--- config.mk ---
export PLATFORM = sky130hd
export DESIGN_NAME = instr_decoder
export DESIGN_NICKNAME = d
export VERILOG_FILES = /design/src/instr_decoder_pkg.sv /design/src/instr_decoder.sv
export SDC_FILE = /design/constraint.sdc
export NUM_CORES = 1
export LEC_CHECK = 0
export BUFFER_PORTS_ARGS = -buffer_cell sky130_fd_sc_hd__buf_2
export CORE_AREA = 5 5 129 131
export CTS_CLUSTER_SIZE = 8
export DETAILED_ROUTE_END_ITERATION = 6
export DIE_AREA = 0 0 134 136
export PLACE_DENSITY = 0.71
export SLEW_MARGIN = 20
export SYNTH_ARGS = -nofsm -noshare
export SYNTH_HDL_FRONTEND = slang
export SYNTH_SLANG_ARGS = --single-unit
--- constraint.sdc ---
create_clock -name i_clk -period 3.5 [get_ports i_clk]
set_clock_uncertainty 0.05 [all_clocks]
set_input_delay 0.175 -clock i_clk [delete_from_list [all_inputs] [get_ports i_clk]]
set_output_delay 0.175 -clock i_clk [all_outputs]
set_load 0.01 [all_outputs]
--- src/instr_decoder_pkg.sv ---
/*
 * Shared constants, states and carrier types for the instruction decoder.
 * Assumes a 14-bit program word and an 8-bit data path on one clock.
 */
package instr_decoder_pkg;

    localparam int INSTR_W = 14;
    localparam int DATA_W  = 8;
    localparam int PC_W    = 12;
    localparam int ROM_AW  = 10;

    // instruction classes, bits 13:12
    localparam logic [1:0] CLS_BYTE = 2'h0;
    localparam logic [1:0] CLS_LIT  = 2'h1;
    localparam logic [1:0] CLS_CALL = 2'h2;
    localparam logic [1:0] CLS_JUMP = 2'h3;

    // byte-oriented operation, bits 11:8
    localparam logic [3:0] OP_MISC  = 4'h0;
    localparam logic [3:0] OP_CLR   = 4'h1;
    localparam logic [3:0] OP_SUB   = 4'h2;
    localparam logic [3:0] OP_DEC   = 4'h3;
    localparam logic [3:0] OP_OR    = 4'h4;
    localparam logic [3:0] OP_AND   = 4'h5;
    localparam logic [3:0] OP_XOR   = 4'h6;
    localparam logic [3:0] OP_ADD   = 4'h7;
    localparam logic [3:0] OP_MOVF  = 4'h8;
    localparam logic [3:0] OP_COM   = 4'h9;
    localparam logic [3:0] OP_INC   = 4'ha;
    localparam logic [3:0] OP_DECSZ = 4'hb;
    localparam logic [3:0] OP_RRC   = 4'hc;
    localparam logic [3:0] OP_RLC   = 4'hd;
    localparam logic [3:0] OP_SWAP  = 4'he;
    localparam logic [3:0] OP_INCSZ = 4'hf;

    // literal and control operation, bits 11:8
    localparam logic [3:0] OP_RETLIT  = 4'h8;
    localparam logic [3:0] OP_LOADLIT = 4'h9;
    localparam logic [3:0] OP_ORLIT   = 4'ha;
    localparam logic [3:0] OP_ANDLIT  = 4'hb;
    localparam logic [3:0] OP_ADDLIT  = 4'hc;
    localparam logic [3:0] OP_XORLIT  = 4'hd;
    localparam logic [3:0] OP_TO_R    = 4'he;
    localparam logic [3:0] OP_FROM_R  = 4'hf;

    // bit-oriented operation, bits 10:9 when bit 11 is clear
    localparam logic [1:0] BIT_CLR = 2'h0;
    localparam logic [1:0] BIT_SET = 2'h1;
    localparam logic [1:0] BIT_TSC = 2'h2;
    localparam logic [1:0] BIT_TSS = 2'h3;

    // whole-word encodings
    localparam logic [13:0] WORD_SUBRET = 14'h0040;
    localparam logic [13:0] WORD_INTRET = 14'h0060;
    localparam logic [13:0] WORD_TABH   = 14'h0058;
    localparam logic [13:0] WORD_TABL   = 14'h0050;
    localparam logic [13:0] WORD_WDT    = 14'h1e04;
    localparam logic [13:0] WORD_SLEEP  = 14'h1e03;

    // field positions
    localparam int DEST_BIT = 7;
    localparam int BSEL_LSB = 6;

    // reset values and cycle counts
    localparam logic [7:0] W_RST    = 8'h00;
    localparam logic       TIME_OUT_RST   = 1'b1;
    localparam logic       POWER_DOWN_RST = 1'b1;
    localparam logic [1:0] CYC_ONE  = 2'h1;
    localparam logic [1:0] CYC_TWO  = 2'h2;

    typedef enum logic [1:0] {S_IDLE, S_EXEC, S_SECOND} seq_state_t;

    typedef struct packed {
        logic       rplane;
        logic [6:0] addr;
        logic       we;
        logic [7:0] wdata;
    } file_req_t;

    typedef struct packed {
        logic        skip;
        logic        push;
        logic        pop;
        logic        int_ret;
        logic        jump;
        logic [11:0] target;
    } flow_t;

    typedef struct packed {
        logic time_out_flag;
        logic power_down_flag;
        logic z;
        logic decimal_carry_flag;
        logic c;
    } status_t;

    typedef struct packed {
        logic       rd;
        logic [9:0] addr;
    } rom_req_t;

endpackage

--- src/instr_decoder.sv ---
/*
 * Decode and execution control for the 14-bit instruction word: owns the
 * working register and status flags, drives register file, program memory
 * table reads and program-flow requests.
 * Assumes register file read data follows o_file.addr combinationally and
 * program memory data stands in the cycle in which o_rom.rd is high.
 */
`timescale 1ns/100ps

module instr_decoder
    import instr_decoder_pkg::*;
(
    input  wire logic         i_clk,         // 200 MHz instruction clock
    input  wire logic         i_reset_n,     // async reset, active low
    input  wire logic         i_instr_valid, // instruction word offered
    input  wire logic [13:0]  i_instr,       // instruction word
    output logic              o_ready,       // decoder takes a word
    input  wire logic [7:0]   i_file_rdata,  // register file read data
    output file_req_t         o_file,        // register file address and write
    input  wire logic [9:0]   i_table_ptr,   // table read pointer
    input  wire logic [13:0]  i_rom_data,    // program memory word
    output rom_req_t          o_rom,         // table read request
    output flow_t             o_flow,        // program counter requests
    output logic [7:0]        o_w,           // working register
    output status_t           o_status,      // status flags
    output logic              o_sleep,       // enter power-down pulse
    output logic              o_wdt_restart, // watchdog restart pulse
    output logic              o_done,        // instruction retired pulse
    output logic [1:0]        o_cycles       // cycles of last instruction
);

    seq_state_t  state_ff, nxt_state;
    logic [13:0] instr_ff, nxt_instr;
    logic        ready_ff, nxt_ready;
    file_req_t   file_ff, nxt_file;
    rom_req_t    rom_ff, nxt_rom;
    flow_t       flow_ff, nxt_flow;
    logic [7:0]  w_ff, nxt_w;
    status_t     st_ff, nxt_st;
    logic        sleep_ff, nxt_sleep;
    logic        wdt_ff, nxt_wdt;
    logic        done_ff, nxt_done;
    logic [1:0]  cycles_ff, nxt_cycles;
    logic        tab_pend_ff, nxt_tab_pend;
    logic        tab_hi_ff, nxt_tab_hi;

    // 8-bit add with carry-in, returns {carry, nibble carry, sum}
    function automatic logic [9:0] add8(input logic [7:0] a,
                                        input logic [7:0] b,
                                        input logic       cin);
        logic [8:0] s;
        logic [4:0] h;
        h = {1'b0, a[3:0]} + {1'b0, b[3:0]} + {4'h0, cin};
        s = {1'b0, a} + {1'b0, b} + {8'h00, cin};
        return {s[8], h[4], s[7:0]};
    endfunction

    // operand address: byte ops use 7 bits, all others 6
    function automatic logic [6:0] oper_addr(input logic [13:0] ins);
        if (ins[13:12] == CLS_BYTE) begin
            return ins[6:0];
        end else begin
            return {1'b0, ins[5:0]};
        end
    endfunction

    always_comb begin
        logic [7:0] f;
        logic [7:0] k;
        logic [7:0] res;
        logic [7:0] mask;
        logic [9:0] alu;
        logic       d;
        logic       use_d;
        logic       to_w;
        logic       to_f;
        logic       set_z;
        logic       skip;
        logic       two;
        f     = i_file_rdata;
        k     = instr_ff[7:0];
        res   = f;
        mask  = 8'h01 << instr_ff[8:BSEL_LSB];
        alu   = 10'h000;
        d     = instr_ff[DEST_BIT];
        use_d = 1'b0;
        to_w  = 1'b0;
        to_f  = 1'b0;
        set_z = 1'b0;
        skip  = 1'b0;
        two   = 1'b0;

        nxt_state    = state_ff;
        nxt_instr    = instr_ff;
        nxt_ready    = ready_ff;
        nxt_file     = file_ff;
        nxt_file.we  = 1'b0;
        nxt_rom      = rom_ff;
        nxt_rom.rd   = 1'b0;
        nxt_flow     = '0;
        nxt_w        = w_ff;
        nxt_st       = st_ff;
        nxt_sleep    = 1'b0;
        nxt_wdt      = 1'b0;
        nxt_done     = 1'b0;
        nxt_cycles   = cycles_ff;
        nxt_tab_pend = tab_pend_ff;
        nxt_tab_hi   = tab_hi_ff;

        case (state_ff)
            S_IDLE: begin
                if (ready_ff && i_instr_valid) begin
                    nxt_instr       = i_instr;
                    nxt_file.addr   = oper_addr(i_instr);
                    nxt_file.rplane = (i_instr[13:12] == CLS_LIT) && (i_instr[11:9] == 3'h7);
                    nxt_ready       = 1'b0;
                    nxt_state       = S_EXEC;
                end
            end
            S_EXEC: begin
                case (instr_ff[13:12])
                    CLS_BYTE: begin
                        case (instr_ff[11:8])
                            OP_MISC: begin
                                if (d) begin
                                    res  = w_ff;
                                    to_f = 1'b1;
                                end else if (instr_ff == WORD_SUBRET) begin
                                    nxt_flow.pop = 1'b1;
                                    two          = 1'b1;
                                end else if (instr_ff == WORD_INTRET) begin
                                    nxt_flow.pop     = 1'b1;
                                    nxt_flow.int_ret = 1'b1;
                                    two              = 1'b1;
                                end else if (instr_ff == WORD_TABH ||
                                             instr_ff == WORD_TABL) begin
                                    nxt_rom.rd   = 1'b1;
                                    nxt_rom.addr = i_table_ptr;
                                    nxt_tab_pend = 1'b1;
                                    nxt_tab_hi   = (instr_ff == WORD_TABH);
                                    two          = 1'b1;
                                end
                            end
                            OP_CLR: begin
                                res   = 8'h00;
                                use_d = 1'b1;
                                set_z = 1'b1;
                            end
                            OP_SUB, OP_ADD: begin
                                alu    = (instr_ff[11:8] == OP_SUB) ? add8(f, ~w_ff, 1'b1)
                                                                    : add8(f, w_ff, 1'b0);
                                res    = alu[7:0];
                                nxt_st.c  = alu[9];
                                nxt_st.decimal_carry_flag = alu[8];
                                use_d  = 1'b1;
                                set_z  = 1'b1;
                            end
                            OP_DEC, OP_DECSZ: begin
                                res   = f - 8'h01;
                                use_d = 1'b1;
                                set_z = (instr_ff[11:8] == OP_DEC);
                                skip  = (instr_ff[11:8] == OP_DECSZ) && (res == 8'h00);
                            end
                            OP_INC, OP_INCSZ: begin
                                res   = f + 8'h01;
                                use_d = 1'b1;
                                set_z = (instr_ff[11:8] == OP_INC);
                                skip  = (instr_ff[11:8] == OP_INCSZ) && (res == 8'h00);
                            end
                            OP_OR: begin
                                res   = f | w_ff;
                                use_d = 1'b1;
                                set_z = 1'b1;
                            end
                            OP_AND: begin
                                res   = f & w_ff;
                                use_d = 1'b1;
                                set_z = 1'b1;
                            end
                            OP_XOR: begin
                                res   = f ^ w_ff;
                                use_d = 1'b1;
                                set_z = 1'b1;
                            end
                            OP_MOVF: begin
                                to_w  = ~d;
                                set_z = d;
                            end
                            OP_COM: begin
                                res   = ~f;
                                use_d = 1'b1;
                                set_z = 1'b1;
                            end
                            OP_RRC: begin
                                res      = {st_ff.c, f[7:1]};
                                nxt_st.c = f[0];
                                use_d    = 1'b1;
                            end
                            OP_RLC: begin
                                res      = {f[6:0], st_ff.c};
                                nxt_st.c = f[7];
                                use_d    = 1'b1;
                            end
                            default: begin
                                res   = {f[3:0], f[7:4]};
                                use_d = 1'b1;
                            end
                        endcase
                        if (use_d) begin
                            to_w = ~d;
                            to_f = d;
                        end
                    end
                    CLS_LIT: begin
                        if (!instr_ff[11]) begin
                            case (instr_ff[10:9])
                                BIT_CLR: begin
                                    res  = f & ~mask;
                                    to_f = 1'b1;
                                end
                                BIT_SET: begin
                                    res  = f | mask;
                                    to_f = 1'b1;
                                end
                                BIT_TSC: skip = ((f & mask) == 8'h00);
                                default: skip = ((f & mask) != 8'h00);
                            endcase
                        end else begin
                            case (instr_ff[11:8])
                                OP_RETLIT: begin
                                    res          = k;
                                    to_w         = 1'b1;
                                    nxt_flow.pop = 1'b1;
                                    two          = 1'b1;
                                end
                                OP_LOADLIT: begin
                                    res  = k;
                                    to_w = 1'b1;
                                end
                                OP_ORLIT: begin
                                    res   = w_ff | k;
                                    to_w  = 1'b1;
                                    set_z = 1'b1;
                                end
                                OP_ANDLIT: begin
                                    res   = w_ff & k;
                                    to_w  = 1'b1;
                                    set_z = 1'b1;
                                end
                                OP_ADDLIT: begin
                                    alu       = add8(w_ff, k, 1'b0);
                                    res       = alu[7:0];
                                    nxt_st.c  = alu[9];
                                    nxt_st.decimal_carry_flag = alu[8];
                                    to_w      = 1'b1;
                                    set_z     = 1'b1;
                                end
                                OP_XORLIT: begin
                                    res   = w_ff ^ k;
                                    to_w  = 1'b1;
                                    set_z = 1'b1;
                                end
                                OP_TO_R: begin
                                    if (instr_ff == WORD_SLEEP) begin
                                        nxt_sleep = 1'b1;
                                        nxt_st.time_out_flag   = 1'b1;
                                        nxt_st.power_down_flag = 1'b0;
                                    end else if (instr_ff == WORD_WDT) begin
                                        nxt_wdt   = 1'b1;
                                        nxt_st.time_out_flag   = 1'b1;
                                        nxt_st.power_down_flag = 1'b1;
                                    end else begin
                                        res  = w_ff;
                                        to_f = 1'b1;
                                    end
                                end
                                default: to_w = 1'b1;
                            endcase
                        end
                    end
                    default: begin
                        nxt_flow.push   = (instr_ff[13:12] == CLS_CALL);
                        nxt_flow.jump   = 1'b1;
                        nxt_flow.target = instr_ff[11:0];
                        two             = 1'b1;
                    end
                endcase
                if (set_z) begin
                    nxt_st.z = (res == 8'h00);
                end
                if (to_w) begin
                    nxt_w = res;
                end
                nxt_file.we    = to_f;
                nxt_file.wdata = res;
                if (skip) begin
                    nxt_flow.skip = 1'b1;
                    two           = 1'b1;
                end
                if (two) begin
                    nxt_state = S_SECOND;
                end else begin
                    nxt_state  = S_IDLE;
                    nxt_ready  = 1'b1;
                    nxt_done   = 1'b1;
                    nxt_cycles = CYC_ONE;
                end
            end
            default: begin
                if (tab_pend_ff) begin
                    nxt_w = tab_hi_ff ? {2'h0, i_rom_data[13:8]} : i_rom_data[7:0];
                end
                nxt_tab_pend = 1'b0;
                nxt_state    = S_IDLE;
                nxt_ready    = 1'b1;
                nxt_done     = 1'b1;
                nxt_cycles   = CYC_TWO;
            end
        endcase
    end

    always_ff @(posedge i_clk or negedge i_reset_n) begin
        if (!i_reset_n) begin
            state_ff    <= S_IDLE;
            instr_ff    <= 14'h0000;
            ready_ff    <= 1'b1;
            file_ff     <= '0;
            rom_ff      <= '0;
            flow_ff     <= '0;
            w_ff        <= W_RST;
            st_ff       <= '{TIME_OUT_RST, POWER_DOWN_RST, 1'b0, 1'b0, 1'b0};
            sleep_ff    <= 1'b0;
            wdt_ff      <= 1'b0;
            done_ff     <= 1'b0;
            cycles_ff   <= 2'h0;
            tab_pend_ff <= 1'b0;
            tab_hi_ff   <= 1'b0;
        end else begin
            state_ff    <= nxt_state;
            instr_ff    <= nxt_instr;
            ready_ff    <= nxt_ready;
            file_ff     <= nxt_file;
            rom_ff      <= nxt_rom;
            flow_ff     <= nxt_flow;
            w_ff        <= nxt_w;
            st_ff       <= nxt_st;
            sleep_ff    <= nxt_sleep;
            wdt_ff      <= nxt_wdt;
            done_ff     <= nxt_done;
            cycles_ff   <= nxt_cycles;
            tab_pend_ff <= nxt_tab_pend;
            tab_hi_ff   <= nxt_tab_hi;
        end
    end

    assign o_ready       = ready_ff;
    assign o_file        = file_ff;
    assign o_rom         = rom_ff;
    assign o_flow        = flow_ff;
    assign o_w           = w_ff;
    assign o_status      = st_ff;
    assign o_sleep       = sleep_ff;
    assign o_wdt_restart = wdt_ff;
    assign o_done        = done_ff;
    assign o_cycles      = cycles_ff;

endmodule // instr_decoder

==> Yosys cells after proc, flatten, opt, wreduce, memory -nomap -nowiden <==
Index checks and enable logic that the tools add are counted.
W data, S select, Z words.
{ "word_totals": {"in_bits": 49, "reg_bits": 82} }
{ "op_classes": {"bitwise_logic": 16, "shifts": 1, "mux": 107, "addsub": 10, "n_reduce_logical": 37, "n_eq_ne": 41} }
{ "ops": {"columns": ["op", "count"], "rows": [
  ["$pmux W8 S12", 1],
  ["$mux W11", 7],
  ["$mux W8", 8],
  ["$eq A14 B7 Y1 const B", 4],
  ["$mux W1", 56],
  ["$pmux W8 S2", 3],
  ["$pmux W8 S6", 1],
  ["$and A8 B8 Y8", 4],
  ["$eq A4 B4 Y1 const B", 8],
  ["$logic_not A8 Y1", 4],
  ["$eq A14 B13 Y1 const B", 2],
  ["$add A8 B8 Y9", 3],
  ["$not A8 Y8", 3],
  ["$or A8 B8 Y8", 3],
  ["$pmux W1 S2", 11],
  ["$mux W2", 10],
  ["$mux W17", 1],
  ["$eq A4 B3 Y1 const B", 4],
  ["$ne A2 B2 Y1 const B", 8],
  ["$xor A8 B8 Y8", 2],
  ["$add A4 B4 Y5", 3],
  ["$reduce_and A5 Y1", 3],
  ["$reduce_and A7 Y1", 2],
  ["$reduce_or A2 Y1", 7],
  ["30 further kinds", 54]
]} }

==> Logic depth before layout (Yosys ltp) <==
Gate-level depths: netlist (run 1).
{ "depth": {"ltp_word": 12, "ltp_mapped": 12, "depth_no_buf": 11} }

==> Worst setup path before layout (run 1) <==
No wires, ideal clock.
{ "synth_timing": {"path_type": "register to register", "start": "register w_ff[1], in the netlist o_w[1]", "end": "register w_ff[7], in the netlist o_w[7]", "slack_ps": 691, "arrival_time_ps": 2635, "path_stages_with_launch": 11, "synth_period_minus_slack_ps": 2809, "n_path_buf": 0, "setup_time_ps": 124, "path_cell_list": "dfrtp_1 > inv_1 > ha_1 > or2_2 > a221oi_1 > or4_1 > a221oi_1 > mux2i_1 > nor4b_4 > nor2_1 > o31a_1"} }
{ "synth_between": {"elab_chain_len": 9} }
{ "synth_lines": {"columns": ["item", "line_no", "source"], "rows": [
  ["start: declaration", "instr_decoder.sv:38", "logic [7:0] w_ff, nxt_w;"],
  ["start signal: assignment", "instr_decoder.sv:345", "w_ff <= nxt_w;"],
  ["$not A8 Y8", "instr_decoder.sv:150", "alu = (instr_ff[11:8] == OP_SUB) ? add8(f, ~w_ff, 1'b1)"],
  ["$add A8 B8 Y9", "instr_decoder.sv:54", "s = {1'b0, a} + {1'b0, b} + {8'h00, cin};"],
  ["$add A9 B1 Y9", "instr_decoder.sv:54", null],
  ["$mux W10", "instr_decoder.sv:150", null],
  ["$pmux W8 S12", "instr_decoder.sv:123", "case (instr_ff[11:8])"],
  ["$pmux W8 S2 (*)", "instr_decoder.sv:121", "case (instr_ff[13:12])"],
  ["$mux W8 (*)", "instr_decoder.sv:110", "case (state_ff)"],
  ["$mux W8 (*)", "instr_decoder.sv:291", "if (to_w) begin"],
  ["$pmux W8 S2 (*)", "instr_decoder.sv:110", null]
]} }
Every way passes the cells marked *; elsewhere a longest branch is shown, timed or not. The select of a mux whose other input is x is not followed.
A chain may end at the register's enable or synchronous reset.

==> Final worst setup path (run 1) <==
{ "layout_timing": {"start": "register instr_ff[11]", "end": "register w_ff[0], in the netlist o_w[0]"} }
{ "layout_between": {"elab_chain_len": 10} }
{ "layout_lines": {"columns": ["item", "line_no", "source"], "rows": [
  ["start: declaration", "instr_decoder.sv:33", "logic [13:0] instr_ff, nxt_instr;"],
  ["start signal: assignment", "instr_decoder.sv:340", "instr_ff <= nxt_instr;"],
  ["branches (longest 10 deep; another with $eq A14 B13 Y1)", null, null]
]} }
Several ways; the timed one is not identified. The select of a mux whose other input is x is not followed.

==> results of run 1 <==
==> worst reg2reg max path, stage by stage, from the launching register on <==
cell and delay (ns):
dfrtp_1 0.86, nand4b_1 0.44, buf_4 0.26, nor2_1 0.25, o21ai_0 0.14, nor2_1 0.15
nor3_1 0.08, buf_4 0.17, nand2_1 0.08, o21ai_0 0.10, o21ai_0 0.55
==> flip-flops by register name, summed over array words and instances (netlist names) <==
name / cells
o_w: 8
tab_pend_ff: 1
o_ready: 1
state_ff: 2
o_flow: 17
o_status: 4
o_done: 1
o_file: 11
o_sleep: 1
o_wdt_restart: 1
o_cycles: 2
o_rom: 11
instr_ff: 14
tab_hi_ff: 1
==> routing by layer <==
metal	routed length (um)	vias up	share of wire, %	global-route usage (%)
li1	-	3346	-	-
met1	11100	3493	41	39.9
met2	11900	430	44	45.2
met3	3010	79	11	8.03
met4	1030	0	3.8	11.2
met5	0	-	0	0
==> synthesized netlist by cell type (6+ instances only) <==
cell	n
nor4_1	7
o21bai_1	8
nor3_1	16
a21oi_1	41
inv_1	38
buf_2	13
nor2b_1	19
ha_1	44
dfrtp_1	73
o31ai_1	7
nand2_1	99
nand3_1	26
o21a_1	6
mux2i_1	17
and3_1	10
o21ai_0	79
mux2_2	9
clkbuf_1	37
a221oi_1	9
o22ai_1	12
and2_1	10
a211oi_1	10
xnor2_1	18
nand2b_1	9
a31oi_1	14
o211ai_1	6
nor2_1	69
buf_4	14
a22oi_1	6
==> how the worst min path moves through the flow <==
stage | endpoint | depth (start not counted) | slack [ns]
detailed placement | o_flow[2] | 1 | 0.33
global route | instr_ff[7] | 3 | 0.02
global placement | o_flow[12] | 1 | 0.32
floorplan | instr_ff[0] | 0 | -0.17
finish | instr_ff[0] | 3 | 0.005
CTS | instr_ff[0] | 3 | 0.004
==> metrics by stage <==
| stage | instances | cell area, um2 | total power [W] | hold slack (ns) | utilization [%] |
|---|---|---|---|---|---|
| after floorplan | 847 | 6800 | 0.000994 | -0.171 | - |
| after global placement | 1158 | 7840 | 0.00110 | 0.322 | 50.6 |
| after detailed placement | 1158 | 7840 | 0.00110 | 0.327 | 50.6 |
| after CTS | 1188 | 8280 | 0.00207 | 0.00401 | 53.5 |
| after global routing | 1188 | 8290 | 0.00213 | 0.0155 | 53.5 |
| final | 1188 | 8290 | 0.00206 | 0.00515 | 53.5 |
==> kinds of logic after synthesis <==
group	Yosys count	synth area share, %
simple gates	311	23.4
xor+xnor	21	2.70
mux	28	4.65
compound gates	255	25.2
buf+inv	109	7.38
flops	75	27.6
other cells	1	0.0551
fa+ha+maj	47	8.98
==> power breakdown <==
| part | switching, W | internal (W) |
|---|---|---|
| Sequential | 0 | 0.000867 |
| Combinational | 0.000141 | 0.0000920 |
| Clock | 0.000398 | 0.000565 |
| Total | 0.000539 | 0.00152 |
==> repair_timing <==
item	in CTS	in global routing
hold endpoints to repair	86	0
setup endpoints to repair	0	2
hold buffers	14	0
gates resized for setup	0	1
==> final cells by class <==
type | count | area, um2
Multi-Input combinational cell | 663 | 4430
Inverter | 39 | 146
Timing Repair Buffer | 203 | 1280
Sequential cell | 75 | 1880
Fill cell | 1441 | 7200
Clock buffer | 9 | 225
Tap cell | 192 | 240
Clock inverter | 7 | 82.6
==> flow_summary.json, run 1 <==
{
  "die_w_um": 134,
  "start_kind": "flip-flop",
  "portBuffers": 111,
  "clockBufferDepth": 2,
  "crit_arrival_ns": 3.41,
  "fmax_ghz": 0.303,
  "start_util_pct": 43.9,
  "synth_edf_count": 0,
  "synth_nets": 943,
  "gp_congestion": 1.06,
  "critPathKind": "flip-flop to flip-flop",
  "syn_area_per_cell_um2": 8.03,
  "tritoncts": "yes",
  "critPathSlowestCell": "dfrtp_1",
  "dieArea_um2": 18200,
  "num_vias": 7348,
  "clk_latency_ns": 0.34,
  "io_pins": 113,
  "synth_area_um2": 6800,
  "drive_above_1_share_pct": 24.6,
  "vdd_ir_drop_max_mv": 0.349,
  "nNetsFinal": 1087,
  "avgViaCountPerCell": 6.19,
  "synthTopCellsByArea": "dfrtp_1 (27%), ha_1 (8.1%), o21ai_0 (5.8%), nand2_1 (5.5%), nor2_1 (3.8%)",
  "drtPass1Iterations": 7,
  "cp_common_cell": "o21ai_0",
  "worst_setup_path_end_kind": "flip-flop",
  "worst_pin_slew_ns": 0.944,
  "path_buf_inv": 2,
  "dp_hpwl_um": 20500,
  "finalSetupViolCount": 0,
  "dieHeight_um": 136,
  "cts_root_buffer": "clkbuf_16",
  "worst_r2r_endpoint": "o_w[0]",
  "status": "finished with violations",
  "pre_cts_slack_ns": 0.120,
  "h-tree-depth": 3,
  "crit_family": "simple AND/OR/NAND/NOR gates",
  "worstHoldStart": "i_instr[0]",
  "antenna_found_initial": 0,
  "area_growth_pct": 21.8,
  "clock-sinks": 75,
  "reg2reg_slack_ns": 0.20,
  "max_stage_delay_ns": 0.86,
  "final_cell_mix": "buf_2 (110), nand2_1 (99), o21ai_0 (79), buf_4 (79), dfrtp_1 (71)",
  "route.detailed.wl_per_inst_um": 22.8,
  "synthArstFlopShare_pct": 100,
  "worst_r2r_path_depth": 10,
  "drv_cap": 0,
  "cp-startpoint": "instr_ff[11]",
  "yosysTopAreaCell": "dfrtp_1",
  "antenna_cells": 0,
  "yosysWarnings": 0,
  "grtUsageTotal_pct": 29.5,
  "synth_flop_cell": "dfrtp_1",
  "mostFrequentLayoutCell": "buf_2",
  "period_needed_ns": 3.30,
  "crit_chain": "nand4b_1, buf_4, nor2_1, o21ai_0, nor2_1, nor3_1, buf_4, nand2_1, o21ai_0, o21ai_0",
  "rows": 46,
  "crit_cells": 10,
  "period_share_pct": 94.4,
  "synth_cells": 847,
  "core_area_um2": 15500,
  "p_leak_nw": 3.85,
  "drt_iter0_markers": 839,
  "wl_um": 27100,
  "grt_pass1_vias": 7076,
  "grt_pass1_wl_um": 41500,
  "crit_required_ns": 3.61,
  "overflow": 0,
  "r2r_start": "instr_ff[11]",
  "slew_violations": 0,
  "synth_top_area_share_pct": 26.9,
  "hold_path_class": "input port to flip-flop",
  "setup_tns_ns": 0,
  "seq_area_frac_synth_pct": 27.6,
  "crit_fanout": 20,
  "fin_ws_ns": 0.195,
  "hold_violations": 0,
  "cts-buffers-inserted": 9,
  "grt_max_degree": 76,
  "postRouteAntennaNets": 0,
  "violations": "design-rule violations",
  "post_cts_buffers": 0,
  "rsz0062_at_grt": "no",
  "post-route-drc-count": 18,
  "ys_types": 90,
  "path_clk_slew_ns": 0.06,
  "endpoint": "o_w[0]",
  "p_per_area_nw_per_um2": 249,
  "relSlewSlack_pct": 37.1,
  "ys_ff_latch": 75
}
No activity file was read; power rests on OpenSTA's default activity.
==> run 2: changes to the inputs <==
--- a/config.mk
+++ b/config.mk
@@ -5,12 +5,12 @@
 export SDC_FILE = /design/constraint.sdc
 export NUM_CORES = 1
 export LEC_CHECK = 0
-export BUFFER_PORTS_ARGS = -buffer_cell sky130_fd_sc_hd__buf_2
 export CORE_AREA = 5 5 129 131
 export CTS_CLUSTER_SIZE = 8
 export DETAILED_ROUTE_END_ITERATION = 6
 export DIE_AREA = 0 0 134 136
-export PLACE_DENSITY = 0.71
+export DONT_BUFFER_PORTS = 1
+export PLACE_DENSITY = 0.64
 export SLEW_MARGIN = 20
 export SYNTH_ARGS = -nofsm -noshare
 export SYNTH_HDL_FRONTEND = slang
==> flow_summary.json, run 2 (synthesis gave the netlist of run 1 again) <==
{
  "status": "completed",
  "p_per_area_nw_per_um2": 261,
  "dieHeight_um": 136,
  "mostFrequentLayoutCell": "nand2_1",
  "critPathKind": "flip-flop to flip-flop",
  "io_pins": 113,
  "post-route-drc-count": 0,
  "p_total_w": 0.00202,
  "grt_pass1_wl_um": 40000,
  "tritoncts": "yes",
  "drive_above_1_share_pct": 13.4,
  "num_vias": 6955,
  "worst_r2r_path_depth": 10,
  "critPathSlowestCell": "or4_1",
  "nNetsFinal": 972,
  "period_needed_ns": 3.20,
  "avgViaCountPerCell": 6.48,
  "min_path_cells": 3,
  "dieArea_um2": 18200,
  "area_growth_pct": 14.2,
  "grt_max_degree": 76,
  "clockBufferDepth": 2,
  "finalSetupViolCount": 0,
  "crit_fanout": 8,
  "core_area_um2": 15500,
  "grtUsageTotal_pct": 28.8,
  "setup_tns_ns": 0,
  "rsz0062_at_grt": "no",
  "clk_latency_ns": 0.34,
  "p_leak_nw": 3.41,
  "largest_reg_flops": 17,
  "drv_cap": 0,
  "hold_violations": 0,
  "dp_hpwl_um": 19600,
  "path_clk_slew_ns": 0.07,
  "cts-buffers-inserted": 9,
  "drt_iter0_markers": 920,
  "die_w_um": 134,
  "crit_family": "simple AND/OR/NAND/NOR gates",
  "gp_congestion": 1.00,
  "wl_um": 26900,
  "antenna_cells": 0,
  "postRouteAntennaNets": 0,
  "relSlewSlack_pct": 49.8,
  "route.detailed.wl_per_inst_um": 25.0,
  "crit_cells": 10,
  "crit_chain": "ha_1, fa_1, nor2b_1, xnor2_1, a211o_1, a41oi_1, or4_1, nor4_1, buf_4, a32o_1",
  "final_cell_mix": "nand2_1 (99), o21ai_0 (79), dfrtp_1 (72)",
  "vdd_ir_drop_max_mv": 0.243,
  "grt_pass1_vias": 6610,
  "path_buf_inv": 1,
  "start_util_pct": 43.9,
  "drtPass1Iterations": 6,
  "max_stage_delay_ns": 0.64,
  "h-tree-depth": 3,
  "fin_hold_ws_ns": 0.0336,
  "rows": 46,
  "fmax_ghz": 0.312,
  "clock-sinks": 75,
  "slew_violations": 0,
  "fill_cells": 1480,
  "overflow": 0,
  "period_share_pct": 91.5,
  "hold_path_class": "input port to flip-flop",
  "worst_setup_path_end_kind": "flip-flop",
  "crit_required_ns": 3.73,
  "start_kind": "flip-flop",
  "antenna_found_initial": 0,
  "crit_arrival_ns": 3.43,
  "worst_pin_slew_ns": 0.753,
  "cts_root_buffer": "clkbuf_16",
  "portBuffers": 0
}
## run 2: stage by stage
| step | setup WS, ns | area, um2 | util, % | cells |
|---|---|---|---|---|
| after global routing | 0.159 | 7770 | 50.2 | 1073 |
| after floorplan | 0.691 | 6800 | - | 847 |
| after global placement | 0.463 | 7180 | 46.4 | 1031 |
| final | 0.297 | 7770 | 50.2 | 1073 |
| after detailed placement | 0.423 | 7180 | 46.4 | 1031 |
| after CTS | 0.398 | 7770 | 50.2 | 1073 |
## run 2: final cells by class
| cell class | instances | area (um2) | area share [%] |
|---|---|---|---|
| Multi-Input combinational cell | 663 | 4430 | 57.0 |
| Sequential cell | 75 | 1880 | 24.2 |
| Timing Repair Buffer | 88 | 768 | 9.89 |
| Tap cell | 192 | 240 | 3.09 |
| Clock buffer | 9 | 225 | 2.90 |
| Inverter | 39 | 146 | 1.88 |
| Clock inverter | 7 | 82.6 | 1.06 |
## run 2: where the power goes
| group | total (W) | leakage (nW) | internal (W) | switching [W] |
|---|---|---|---|---|
| logic | 0.000185 | 2.41 | 0.0000821 | 0.000103 |
| registers | 0.000867 | 0.851 | 0.000867 | 0 |
| clock network | 0.000973 | 0.145 | 0.000565 | 0.000408 |
| total | 0.00202 | 3.41 | 0.00151 | 0.000511 |
## run 2: tightest hold or removal path, delay by kind of cell
kind,cells,cell delay (ns)
AOI/OAI and AO/OA,2,0.18
buffers and inverters,1,0.03
## run 2: final timing paths
kind | start | endpoint | slack [ns]
worst min-delay path | i_instr_valid | o_ready | 0.03
min in group asynchronous | i_reset_n | instr_ff[8] | 0.39
worst min register to register | o_rom[3] | o_rom[3] | 0.49
worst max register to register | o_w[0] | o_status[2] | 0.30
max in group asynchronous | i_reset_n | o_ready | 2.64
worst max-delay path | o_w[0] | o_status[2] | 0.30
## run 2: what timing repair did
action | 4_1_cts | 5_1_grt
buffers inserted | 0 | 0
hold endpoints to repair | 101 | 0
resized for setup | 0 | 0
endpoints found under the setup margin | 0 | 0
hold buffers | 26 | 0
## run 2: metal layers
layer	vias up	wire length [um]	GRT usage, %
met4	0	1110	11.9
li1	3110	-	-
met5	-	0	0
met3	81	2970	8.81
met1	3351	11000	38.7
met2	413	11800	43.1
